`src/verilog/capture_record_defs.svh`:
```
// Constants for the capture record formatter: header layout, flag positions, limits.
`ifndef CAPTURE_RECORD_DEFS_SVH
`define CAPTURE_RECORD_DEFS_SVH

// Header lengths in bytes
`define CRF_HDR_LEN_POS 16'h0010
`define CRF_HDR_LEN_ETH 16'h0012

// Header byte index of each field
`define CRF_IDX_TS_FIRST 5'h00
`define CRF_IDX_TS_LAST 5'h07
`define CRF_IDX_TYPE 5'h08
`define CRF_IDX_FLAGS 5'h09
`define CRF_IDX_RLEN_HI 5'h0A
`define CRF_IDX_RLEN_LO 5'h0B
`define CRF_IDX_LCTR_HI 5'h0C
`define CRF_IDX_LCTR_LO 5'h0D
`define CRF_IDX_WLEN_HI 5'h0E
`define CRF_IDX_WLEN_LO 5'h0F
`define CRF_IDX_OFFSET 5'h10
`define CRF_IDX_PAD 5'h11

// Flags byte bit positions
`define CRF_FLAG_IFACE_LSB 0
`define CRF_FLAG_VARLEN 2
`define CRF_FLAG_TRUNC 3
`define CRF_FLAG_RX_ERROR 4
`define CRF_FLAG_DP_ERROR 5
`define CRF_FLAG_RSVD_LSB 6

// Values
`define CRF_LOSS_MAX 16'hFFFF
`define CRF_LOSS_RESET 16'h0000
`define CRF_PAD_VALUE 8'h00
`define CRF_FLAGS_RESET 8'h00
`define CRF_TS_ZERO_BITS 4
`define CRF_FIFO_DEPTH 2'h2

`endif

```
`src/verilog/capture_record_pkg.sv`:
```
// Types for the capture record formatter.
`default_nettype none
package capture_record_pkg;

  typedef enum logic [7:0] {
    legacy_record_code = 8'h00,
    pos_hdlc_record_code = 8'h01,
    ethernet_record_code = 8'h02,
    cell_record_code = 8'h03,
    reassembled_frame_code = 8'h04,
    multichannel_hdlc_code = 8'h05,
    multichannel_raw_code = 8'h06,
    multichannel_cell_code = 8'h07
  } record_code_t;

  typedef enum logic [1:0] {
    ST_IDLE = 2'b00,
    ST_HEAD = 2'b01,
    ST_BODY = 2'b10,
    ST_SKIP = 2'b11
  } state_t;

endpackage : capture_record_pkg
`default_nettype wire
```
`src/verilog/capture_record_formatter.sv`:
```
// Capture record formatter: header build, payload copy, loss count and output buffer.
//
// Contract
// RQ1: Timestamp bytes go out least significant byte first.
// RQ2: Other header fields go out most significant byte first.
// RQ3: Payload bytes are copied in arrival order, never reordered.
// RQ4: Record is 8-byte timestamp, type, flags, rlen, loss count, wire length, body.
// RQ5: Type byte codes 0 to 7 name the record subtypes.
// RQ6: Only type 1 for PoS HDLC and type 2 for Ethernet are produced.
// RQ7: Flags bits 1..0 carry the capture interface number.
// RQ8: Flags bit 2 marks varying record lengths.
// RQ9: Flags bit 3 marks a record cut short for lack of buffer space.
// RQ10: Flags bit 4 marks link receive error, bit 5 internal datapath error.
// RQ11: Record length equals all bytes of the record sent, header included.
// RQ12: A 16-bit count of packets dropped since last record goes in each record.
// RQ13: Loss count starts at zero and sticks at its maximum.
// RQ14: Wire length reports the packet length as seen on the link.
// RQ15: Type 1 record: 16 header bytes, HDLC header, then remaining packet bytes.
// RQ16: Type 2 record: header, offset byte, pad byte, then frame bytes.
// RQ17: Timestamp is taken in hardware when the packet arrives.
// RQ18: Timestamp is one 64-bit fixed-point seconds value since the 1970 epoch.
// RQ19: Upper 32 bits whole seconds, lower 32 bits binary fraction.
// RQ20: Fraction bits below the real resolution are written as zero.
// RQ21: Reserved flags bits 7 and 6 are written as zero.
`timescale 1ns/1ns
`default_nettype none
`include "capture_record_defs.svh"

module capture_record_formatter (
  input wire logic MCLK,
  input wire logic RESET_N,
  input wire logic CLK_EN,
  input wire logic IN_VALID,
  output logic IN_READY,
  input wire logic [7:0] IN_DATA,
  input wire logic IN_SOP,
  input wire logic IN_EOP,
  input wire logic [1:0] IN_IFACE,
  input wire logic IN_IS_ETHERNET,
  input wire logic [15:0] IN_CAP_LEN,
  input wire logic [15:0] IN_WIRE_LEN,
  input wire logic IN_RX_ERROR,
  input wire logic IN_DATAPATH_ERROR,
  input wire logic DROP,
  input wire logic [31:0] TS_SECONDS,
  input wire logic [31:0] TS_FRACTION,
  input wire logic VARLEN_MODE,
  input wire logic [7:0] ETH_OFFSET,
  input wire logic [15:0] SPACE_AVAIL,
  output logic OUT_VALID,
  input wire logic OUT_READY,
  output logic [7:0] OUT_DATA,
  output logic OUT_SOR,
  output logic OUT_EOR,
  output logic BUSY
);

  //////////////////////////////////////////////////////////////////////////////
  // Header byte selection

  function automatic logic [7:0] header_byte(
    input logic [4:0] idx,
    input logic [63:0] stamp,
    input logic [7:0] code,
    input logic [7:0] flg,
    input logic [15:0] rec_len,
    input logic [15:0] loss_snap,
    input logic [15:0] wire_len,
    input logic [7:0] offs
  );
    logic [7:0] b;
    b = `CRF_PAD_VALUE;
    case (idx)
      `CRF_IDX_TYPE: b = code;
      `CRF_IDX_FLAGS: b = flg;
      `CRF_IDX_RLEN_HI: b = rec_len[15:8]; // [RQ2]
      `CRF_IDX_RLEN_LO: b = rec_len[7:0]; // [RQ2]
      `CRF_IDX_LCTR_HI: b = loss_snap[15:8]; // [RQ2]
      `CRF_IDX_LCTR_LO: b = loss_snap[7:0]; // [RQ2]
      `CRF_IDX_WLEN_HI: b = wire_len[15:8]; // [RQ2]
      `CRF_IDX_WLEN_LO: b = wire_len[7:0]; // [RQ2]
      `CRF_IDX_OFFSET: b = offs; // [RQ16]
      `CRF_IDX_PAD: b = `CRF_PAD_VALUE; // [RQ16]
      default: begin
        // Bytes 0..7: little-endian timestamp
        if (idx <= `CRF_IDX_TS_LAST) begin
          b = stamp[{idx[2:0], 3'b000} +: 8]; // [RQ1] [RQ4]
        end
      end
    endcase
    return b;
  endfunction : header_byte

  //////////////////////////////////////////////////////////////////////////////
  // State

  capture_record_pkg::state_t state;
  capture_record_pkg::state_t next_state;
  capture_record_pkg::record_code_t rec_code;
  logic [63:0] stamp;
  logic [7:0] flags;
  logic [15:0] rlen;
  logic [15:0] lctr;
  logic [15:0] wlen;
  logic [7:0] offset;
  logic [4:0] hidx;
  logic [4:0] hlast;
  logic [15:0] body_left;
  logic [15:0] loss;

  //////////////////////////////////////////////////////////////////////////////
  // Record start decode

  wire start = CLK_EN && (state == capture_record_pkg::ST_IDLE) && IN_VALID && IN_SOP;
  wire [15:0] hdr_len = IN_IS_ETHERNET ? `CRF_HDR_LEN_ETH : `CRF_HDR_LEN_POS; // [RQ15] [RQ16]
  wire [16:0] full_len = {1'b0, hdr_len} + {1'b0, IN_CAP_LEN};
  wire too_long = full_len > {1'b0, SPACE_AVAIL};
  // Header always goes out whole, even if the space cannot hold it
  wire space_short = SPACE_AVAIL < hdr_len;
  wire [15:0] next_rlen = space_short ? hdr_len : (too_long ? SPACE_AVAIL : full_len[15:0]); // [RQ11]
  wire [15:0] next_body = next_rlen - hdr_len; // [RQ4]
  wire [31:0] frac_mask = ~((32'h0000_0001 << `CRF_TS_ZERO_BITS) - 32'h0000_0001);
  // Seconds high word, fraction low word, dead fraction bits cleared
  wire [63:0] next_stamp = {TS_SECONDS, TS_FRACTION & frac_mask}; // [RQ17] [RQ18] [RQ19] [RQ20]
  wire [4:0] next_hlast = IN_IS_ETHERNET ? `CRF_IDX_PAD : `CRF_IDX_WLEN_LO;
  wire capture_record_pkg::record_code_t next_code = IN_IS_ETHERNET ?
    capture_record_pkg::ethernet_record_code : capture_record_pkg::pos_hdlc_record_code; // [RQ5] [RQ6]

  logic [7:0] next_flags;
  always_comb begin
    next_flags = `CRF_FLAGS_RESET; // [RQ21]
    next_flags[`CRF_FLAG_IFACE_LSB +: 2] = IN_IFACE; // [RQ7]
    next_flags[`CRF_FLAG_VARLEN] = VARLEN_MODE; // [RQ8]
    next_flags[`CRF_FLAG_TRUNC] = too_long; // [RQ9]
    next_flags[`CRF_FLAG_RX_ERROR] = IN_RX_ERROR; // [RQ10]
    next_flags[`CRF_FLAG_DP_ERROR] = IN_DATAPATH_ERROR; // [RQ10]
    next_flags[`CRF_FLAG_RSVD_LSB +: 2] = 2'b00; // [RQ21]
  end

  //////////////////////////////////////////////////////////////////////////////
  // Output buffer, two entries

  logic [9:0] fifo_mem [0:1];
  logic wptr;
  logic rptr;
  logic [1:0] fcount;
  wire fifo_ready = fcount != `CRF_FIFO_DEPTH;
  wire pop = CLK_EN && (fcount != 2'h0) && OUT_READY;

  wire in_head = state == capture_record_pkg::ST_HEAD;
  wire in_body = state == capture_record_pkg::ST_BODY;
  wire in_skip = state == capture_record_pkg::ST_SKIP;
  wire head_last = hidx == hlast;
  wire body_last = body_left == 16'h0001;
  wire push_req = in_head || (in_body && IN_VALID);
  wire push = CLK_EN && push_req && fifo_ready;
  wire take = CLK_EN && IN_VALID && ((in_body && fifo_ready) || in_skip);

  wire [7:0] hbyte = header_byte(hidx, stamp, rec_code, flags, rlen, lctr, wlen, offset);
  wire head_sor = hidx == `CRF_IDX_TS_FIRST;
  wire head_eor = head_last && (body_left == 16'h0000);
  // Early end of packet still closes the record cleanly
  wire body_eor = body_last || IN_EOP;
  wire [9:0] push_word = in_head ? {head_sor, head_eor, hbyte} : {1'b0, body_eor, IN_DATA}; // [RQ3]

  assign IN_READY = CLK_EN && ((in_body && fifo_ready) || in_skip);
  assign OUT_VALID = CLK_EN && (fcount != 2'h0);
  assign OUT_DATA = fifo_mem[rptr][7:0];
  assign OUT_EOR = fifo_mem[rptr][8];
  assign OUT_SOR = fifo_mem[rptr][9];
  assign BUSY = (state != capture_record_pkg::ST_IDLE) || (fcount != 2'h0);

  always_ff @(posedge MCLK or negedge RESET_N) begin
    if (!RESET_N) begin
      fifo_mem[0] <= 10'h000;
      fifo_mem[1] <= 10'h000;
      wptr <= 1'b0;
      rptr <= 1'b0;
      fcount <= 2'h0;
    end else begin
      if (push) begin
        fifo_mem[wptr] <= push_word;
        wptr <= ~wptr;
      end
      if (pop) begin
        rptr <= ~rptr;
      end
      case ({push, pop})
        2'b10: fcount <= fcount + 2'h1;
        2'b01: fcount <= fcount - 2'h1;
        default: fcount <= fcount;
      endcase
    end
  end

  //////////////////////////////////////////////////////////////////////////////
  // Sequencer

  always_comb begin
    next_state = state;
    case (state)
      capture_record_pkg::ST_IDLE: begin
        if (start) begin
          next_state = capture_record_pkg::ST_HEAD;
        end
      end
      capture_record_pkg::ST_HEAD: begin
        if (push && head_last) begin
          // Nothing left to copy: swallow the whole packet
          next_state = (body_left == 16'h0000) ? capture_record_pkg::ST_SKIP : capture_record_pkg::ST_BODY;
        end
      end
      capture_record_pkg::ST_BODY: begin
        if (take) begin
          if (IN_EOP) begin
            next_state = capture_record_pkg::ST_IDLE;
          end else if (body_last) begin
            next_state = capture_record_pkg::ST_SKIP; // [RQ9]
          end
        end
      end
      capture_record_pkg::ST_SKIP: begin
        if (take && IN_EOP) begin
          next_state = capture_record_pkg::ST_IDLE;
        end
      end
      default: next_state = capture_record_pkg::ST_IDLE;
    endcase
  end

  always_ff @(posedge MCLK or negedge RESET_N) begin
    if (!RESET_N) begin
      state <= capture_record_pkg::ST_IDLE;
    end else if (CLK_EN) begin
      state <= next_state;
    end
  end

  //////////////////////////////////////////////////////////////////////////////
  // Record fields, latched when the packet first shows

  always_ff @(posedge MCLK or negedge RESET_N) begin
    if (!RESET_N) begin
      stamp <= 64'h0000_0000_0000_0000;
      rec_code <= capture_record_pkg::pos_hdlc_record_code;
      flags <= `CRF_FLAGS_RESET;
      rlen <= 16'h0000;
      lctr <= `CRF_LOSS_RESET;
      wlen <= 16'h0000;
      offset <= 8'h00;
      hlast <= 5'h00;
    end else if (start) begin
      stamp <= next_stamp; // [RQ17]
      rec_code <= next_code; // [RQ6]
      flags <= next_flags;
      rlen <= next_rlen; // [RQ11]
      lctr <= loss; // [RQ12]
      wlen <= IN_WIRE_LEN; // [RQ14]
      offset <= ETH_OFFSET;
      hlast <= next_hlast; // [RQ15] [RQ16]
    end
  end

  // Header index and payload budget
  always_ff @(posedge MCLK or negedge RESET_N) begin
    if (!RESET_N) begin
      hidx <= 5'h00;
      body_left <= 16'h0000;
    end else if (start) begin
      hidx <= `CRF_IDX_TS_FIRST;
      body_left <= next_body; // [RQ4]
    end else if (push && in_head) begin
      hidx <= hidx + 5'h01;
    end else if (push && in_body) begin
      body_left <= body_left - 16'h0001; // [RQ3]
    end
  end

  //////////////////////////////////////////////////////////////////////////////
  // Loss counter

  // A drop in the start cycle belongs to the next record, never lost
  wire [15:0] loss_inc = (loss == `CRF_LOSS_MAX) ? loss : loss + 16'h0001; // [RQ13]
  wire [15:0] next_loss = start ? (DROP ? 16'h0001 : `CRF_LOSS_RESET) : (DROP ? loss_inc : loss); // [RQ12]

  always_ff @(posedge MCLK or negedge RESET_N) begin
    if (!RESET_N) begin
      loss <= `CRF_LOSS_RESET; // [RQ13]
    end else if (CLK_EN) begin
      loss <= next_loss;
    end
  end

endmodule : capture_record_formatter
`default_nettype wire

```
`config.mk`:
```
export PLATFORM = sky130hd
export DESIGN_NAME = capture_record_formatter
export DESIGN_NICKNAME = d
export VERILOG_FILES = /design/src/verilog/capture_record_pkg.sv /design/src/verilog/capture_record_formatter.sv
export VERILOG_INCLUDE_DIRS = /design/src /design/src/verilog
export SDC_FILE = /design/constraint.sdc
export NUM_CORES = 1
export LEC_CHECK = 0
export BUFFER_PORTS_ARGS = -buffer_cell sky130_fd_sc_hd__buf_2
export CAP_MARGIN = 20
export CELL_PAD_IN_SITES_DETAIL_PLACEMENT = 1
export CELL_PAD_IN_SITES_GLOBAL_PLACEMENT = 1
export CORE_UTILIZATION = 39
export CTS_CLUSTER_SIZE = 24
export DETAILED_ROUTE_END_ITERATION = 6
export PLACE_DENSITY = 0.87
export SYNTH_ARGS = -nofsm -noshare
export SYNTH_HDL_FRONTEND = slang
export SYNTH_SLANG_ARGS = --single-unit
```
`constraint.sdc`:
```
create_clock -name MCLK -period 2.3 [get_ports MCLK]
set_clock_uncertainty 0.05 [all_clocks]
set_input_delay 0.46 -clock MCLK [delete_from_list [all_inputs] [get_ports MCLK]]
set_output_delay 0.46 -clock MCLK [all_outputs]
set_load 0.03 [all_outputs]
```
==> summary.md <==
| Metric | Value |
|---|---|
| Status | `finished with violations` |
| Violated checks | `design-rule violations, negative setup slack` |
| Seq/Total Area, Yosys | `approximately 46%` |
| Leak pwr | `just over 7 nW` |
| Met2 usage | `between 50% and 60%` |
| CP max-delay cell | `mux2i_1` |
| Overall Power | `around 0.016 W` |
| Post-synthesis adder-cell area fraction | `about 3.5%` |
| Syn. warnings | `0` |
| Post-synthesis mux area share | `under 10%` |
| First-pass DRT Iterations | `7` |
| Die X | `between 150 and 200 microns` |
| CP Data Required Time | `approximately 2.6 ns` |
| Post-synthesis simple-gate area fraction | `between 20% and 30%` |
| Critical Path Sink Type | `register` |
| Placed insts | `about 1800` |
| NetSw | `0.00729 W` |
| Clock latency on the worst-skew pair | `~0.48 ns` |
| Crit-path cells | `buf_8 -> ha_4 -> ha_4 -> a21o_1 -> buf_6 -> and3_1 -> xor2_1 -> ha_2 -> a21oi_2 -> nor3_4 -> a2111o_1 -> o211a_4 -> nor2_4 -> buf_4 -> buf_6 -> buf_6 -> buf_12 -> buf_12 -> buf_6 -> mux2i_1 -> a21oi_4 -> xor2_1 -> a21oi_1` |
| Final Cycle Share | `198%` |
| Busiest layer in global routing | `met2` |
| Clock sinks | `189` |
| Pin count of the biggest net entering global routing | `72` |
| Worst-path clk slew | `around 0.090 ns` |
| GRT Overall Usage | `33.6%` |
| CP bufs+invs | `8` |
| Detailed Place HPWL | `between 20 and 30 mm` |
| Mean Syn Cell Area | `8.75 sq um` |
| Final ANT Viol Nets | `0` |
| Library cells used by synthesis | `between 70 and 80` |
| Reg power frac | `between 30% and 40%` |
| Hold Crit Class | `in2reg` |
| Internal | `around 0.009 W` |
| Kind of cell adding the most delay to the critical path | `compound AO/OA/AOI/OAI gates` |
| Peak supply drop | `0.823 mV` |
| Post-synth EDFFs | `0` |
| Final core occ | `56.3%` |
| Critical path's most frequent cell | `buf_6` |
| Clock period minus worst slack | `4.55 ns` |
| Max Buffers Root-to-Sink | `2` |
| Delay of the slowest critical-path stage | `0.76 ns` |
| CTS Root Buffer Type | `clkbuf_16` |
| Rows | `around 60` |
| DRC viols | `1` |
| DIE HEIGHT | `164 microns` |
| Main combinational cell family by area after synthesis | `simple AND/OR/NAND/NOR gates` |
| Iter 0 DRT Violations | `between 1000 and 1500` |
| Initial Util | `approximately two fifths` |
| Final #Nets | `1672` |
| Via Count | `roughly 11000` |
| Setup WS post-layout | `-2.25 ns` |
| Cts bufs inserted | `17` |
| CTS tree | `built` |
| Synth-to-Final Area Change | `42.3%` |
| Met1 GRT Util | `between 30% and 40%` |
| Total of max-cap violations | `0` |
| First-pass GRT wire length | `a little under 70 mm` |
| Final GP Congestion | `approximately 0.95` |
| Vias in the first global route | `11500` |
| RSZ-0062 raised after global routing | `yes` |
| Syn nets | `around 1300` |
| Power density cells | `between 1000 and 1500 mW/mm^2` |
| Fraction of registers with async set/reset | `100%` |
| Crit path launch type | `input port` |
| Die ar. | `0.0270 sq mm` |
| Grt ovf | `0` |
| Combinational share of power | `a little over two fifths` |
| Dpl cell area | `0.0127 sq mm` |
| Setup-failing EPs final | `83` |
| Worst Path Max Fanout | `7` |
| Core area | `around 0.026 sq mm` |
| Switching share of power | `44.6%` |
| Number of H-tree levels | `4` |
| Ys flop type | `dfrtp_1` |
| Achievable frequency | `0.220 GHz` |
| Post-synth top area cell | `dfrtp_1` |
| Post-Syn Area | `just over 0.01 sq mm` |
| Final Cell Area | `about 0.015 sq mm` |
| Synth Area in XOR/XNOR | `under 10%` |
| Slew at the pin closest to its max-slew limit | `slightly above 0.9 ns` |
| Mean routed wirelength per cell | `between 20 and 30 microns` |
| Share of cells above drive strength 1 | `a little under two fifths` |
| IO buf count | `150` |
| Post-Layout Cell Count | `between 1500 and 2000` |
| Final Hold Fails | `0` |
| Synth Register Bits | `189` |
| Slew Limit Headroom | `a little under two fifths` |
| Synth top area cells | `dfrtp_1 46%, nand2_1 15%, ha_1 3.5%` |
| Initial antenna violation count | `5` |
| Total wire length | `just over 50 mm` |
| Synth Area in Compound Gates | `about an eighth` |
| Clk pwr share | `19.7%` |
| Critical path type | `in2reg` |
| Via-to-Cell Ratio | `approximately 6` |
| Place WS | `-2.24 ns` |
| Met3 usage | `under 10%` |
| Fin. max-slew vios | `0` |
| Share of the synthesized area in the top cell type | `45.7%` |
| Worst EP arrival | `between 4 and 5 ns` |
| Syn Inst Count | `~1200` |
| I/O pins | `between 150 and 200` |
## path summary, 6_finish.rpt
check	slack (ns)	start	to	depth (start not counted)
setup / recovery	-2.25	IN_IS_ETHERNET	body_left[7]	23
hold / removal	0.12	TS_SECONDS[29]	stamp[61]	3
setup reg to reg	-0.35	hidx[0]	fifo_mem[2]	9
hold reg to reg	0.44	fifo_mem[1]	fifo_mem[1]	2
max in group asynchronous	1.02	RESET_N	body_left[7]	3
min in group asynchronous	0.44	RESET_N	rptr	2
## area by class of cell
cell class	count	area (sq um)
clock inverter	15	200
fill	2966	11400
inverter	32	123
timing repair buffer	370	2710
tap	335	419
multi-input combinational	891	6020
sequential	189	4730
antenna	1	2.50
clock buffer	17	425
## routing by layer
metal,vias up,routed length (microns)
met5,-,47
met3,340,4470
met4,8,4460
li1,4664,-
met1,5607,18400
met2,816,23800
## metrics by stage
step,setup TNS (ns),hold WS [ns]
finish,-58.46,0.124
global route,-62.72,0.142
CTS,-41.71,0.135
detailed placement,-68.05,0.369
global placement,-57.37,0.367
floorplan,-43.99,0.114
## worst min-delay path, delay by kind of cell
kind | cells | cell delay (ns)
buffers and inverters | 1 | 0.08
and+or+nand+nor | 2 | 0.08
## state kept, by name (all words and copies together), names as in the netlist
signal and flops:
fifo_mem 20, stamp 60, lctr 16, rptr 1, wlen 16, loss 16
flags 6, body_left 16, hidx 5, wptr 1, hlast 3, rec_code 1
rlen 16, state 2, offset 8, fcount 2
## power by group through the flow
| stage | logic, W | clock network [W] | registers, W |
|---|---|---|---|
| floorplan | 0.00326 | 0 | 0.00518 |
| global placement | 0.00485 | 0 | 0.00540 |
| detailed placement | 0.00516 | 0 | 0.00554 |
| CTS | 0.00590 | 0.00313 | 0.00559 |
| global route | 0.00751 | 0.00332 | 0.00597 |
| finish | 0.00720 | 0.00322 | 0.00593 |
## cells in the final DEF (no fill, tap or decap), types with 5 or more instances in the layout
| cell type | netlist | layout |
|---|---|---|
| nand2_1 | 398 | 390 |
| dfrtp_1 | 188 | 186 |
| buf_4 | 1 | 181 |
| buf_2 | 3 | 146 |
| nor2_1 | 54 | 49 |
| o21ai_0 | 63 | 35 |
| xor2_1 | 32 | 30 |
| inv_1 | 31 | 29 |
| buf_6 | 1 | 28 |
| nand3_1 | 31 | 25 |
| a21oi_1 | 38 | 25 |
| ha_1 | 29 | 18 |
| clkbuf_16 | 0 | 17 |
| mux2_2 | 20 | 15 |
| o21ai_1 | 2 | 15 |
| xnor2_1 | 19 | 13 |
| o21ai_2 | 2 | 13 |
| a22oi_1 | 15 | 13 |
| mux4_2 | 12 | 12 |
| nor3_1 | 15 | 11 |
| buf_12 | 0 | 11 |
| and3_1 | 11 | 10 |
| a21oi_2 | 0 | 9 |
| nand4_1 | 9 | 9 |
| ha_4 | 0 | 9 |
| and2_1 | 10 | 8 |
| mux2i_1 | 11 | 8 |
| nand2_2 | 0 | 7 |
| xnor2_2 | 0 | 6 |
| nand2b_1 | 6 | 6 |
| or3_1 | 7 | 6 |
| and4_1 | 5 | 5 |
| nand3_2 | 0 | 5 |
| a221oi_2 | 0 | 5 |
| mux2_4 | 0 | 5 |
| clkinv_8 | 0 | 5 |
## cells in the mapped netlist (7+ instances only)
master	instances
a21oi_1	38
a221oi_1	10
a22oi_1	15
a31oi_1	8
and2_1	10
and3_1	11
clkbuf_1	55
dfrtp_1	188
ha_1	29
inv_1	31
mux2_2	20
mux2i_1	11
mux4_2	12
nand2_1	398
nand3_1	31
nand4_1	9
nor2_1	54
nor3_1	15
o21ai_0	63
or3_1	7
xnor2_1	19
xor2_1	32
## repair_timing
action	CTS	global route
hold endpoints to repair	40	0
cloned	2	0
setup buffers	22	24
hold buffers	1	0
setup endpoints to repair	53	89
resized for setup	110	104
pin swaps	22	45
## logic make-up after synthesis
group	count (synthesis)
AND/OR/NAND/NOR	572
XOR/XNOR	51
multiplexers	43
buffers and inverters	95
AO/OA/AOI/OAI	196
adder cells (fa/ha/maj)	29
flip-flops	189
Note: power is estimated with default switching activity, not from simulation.
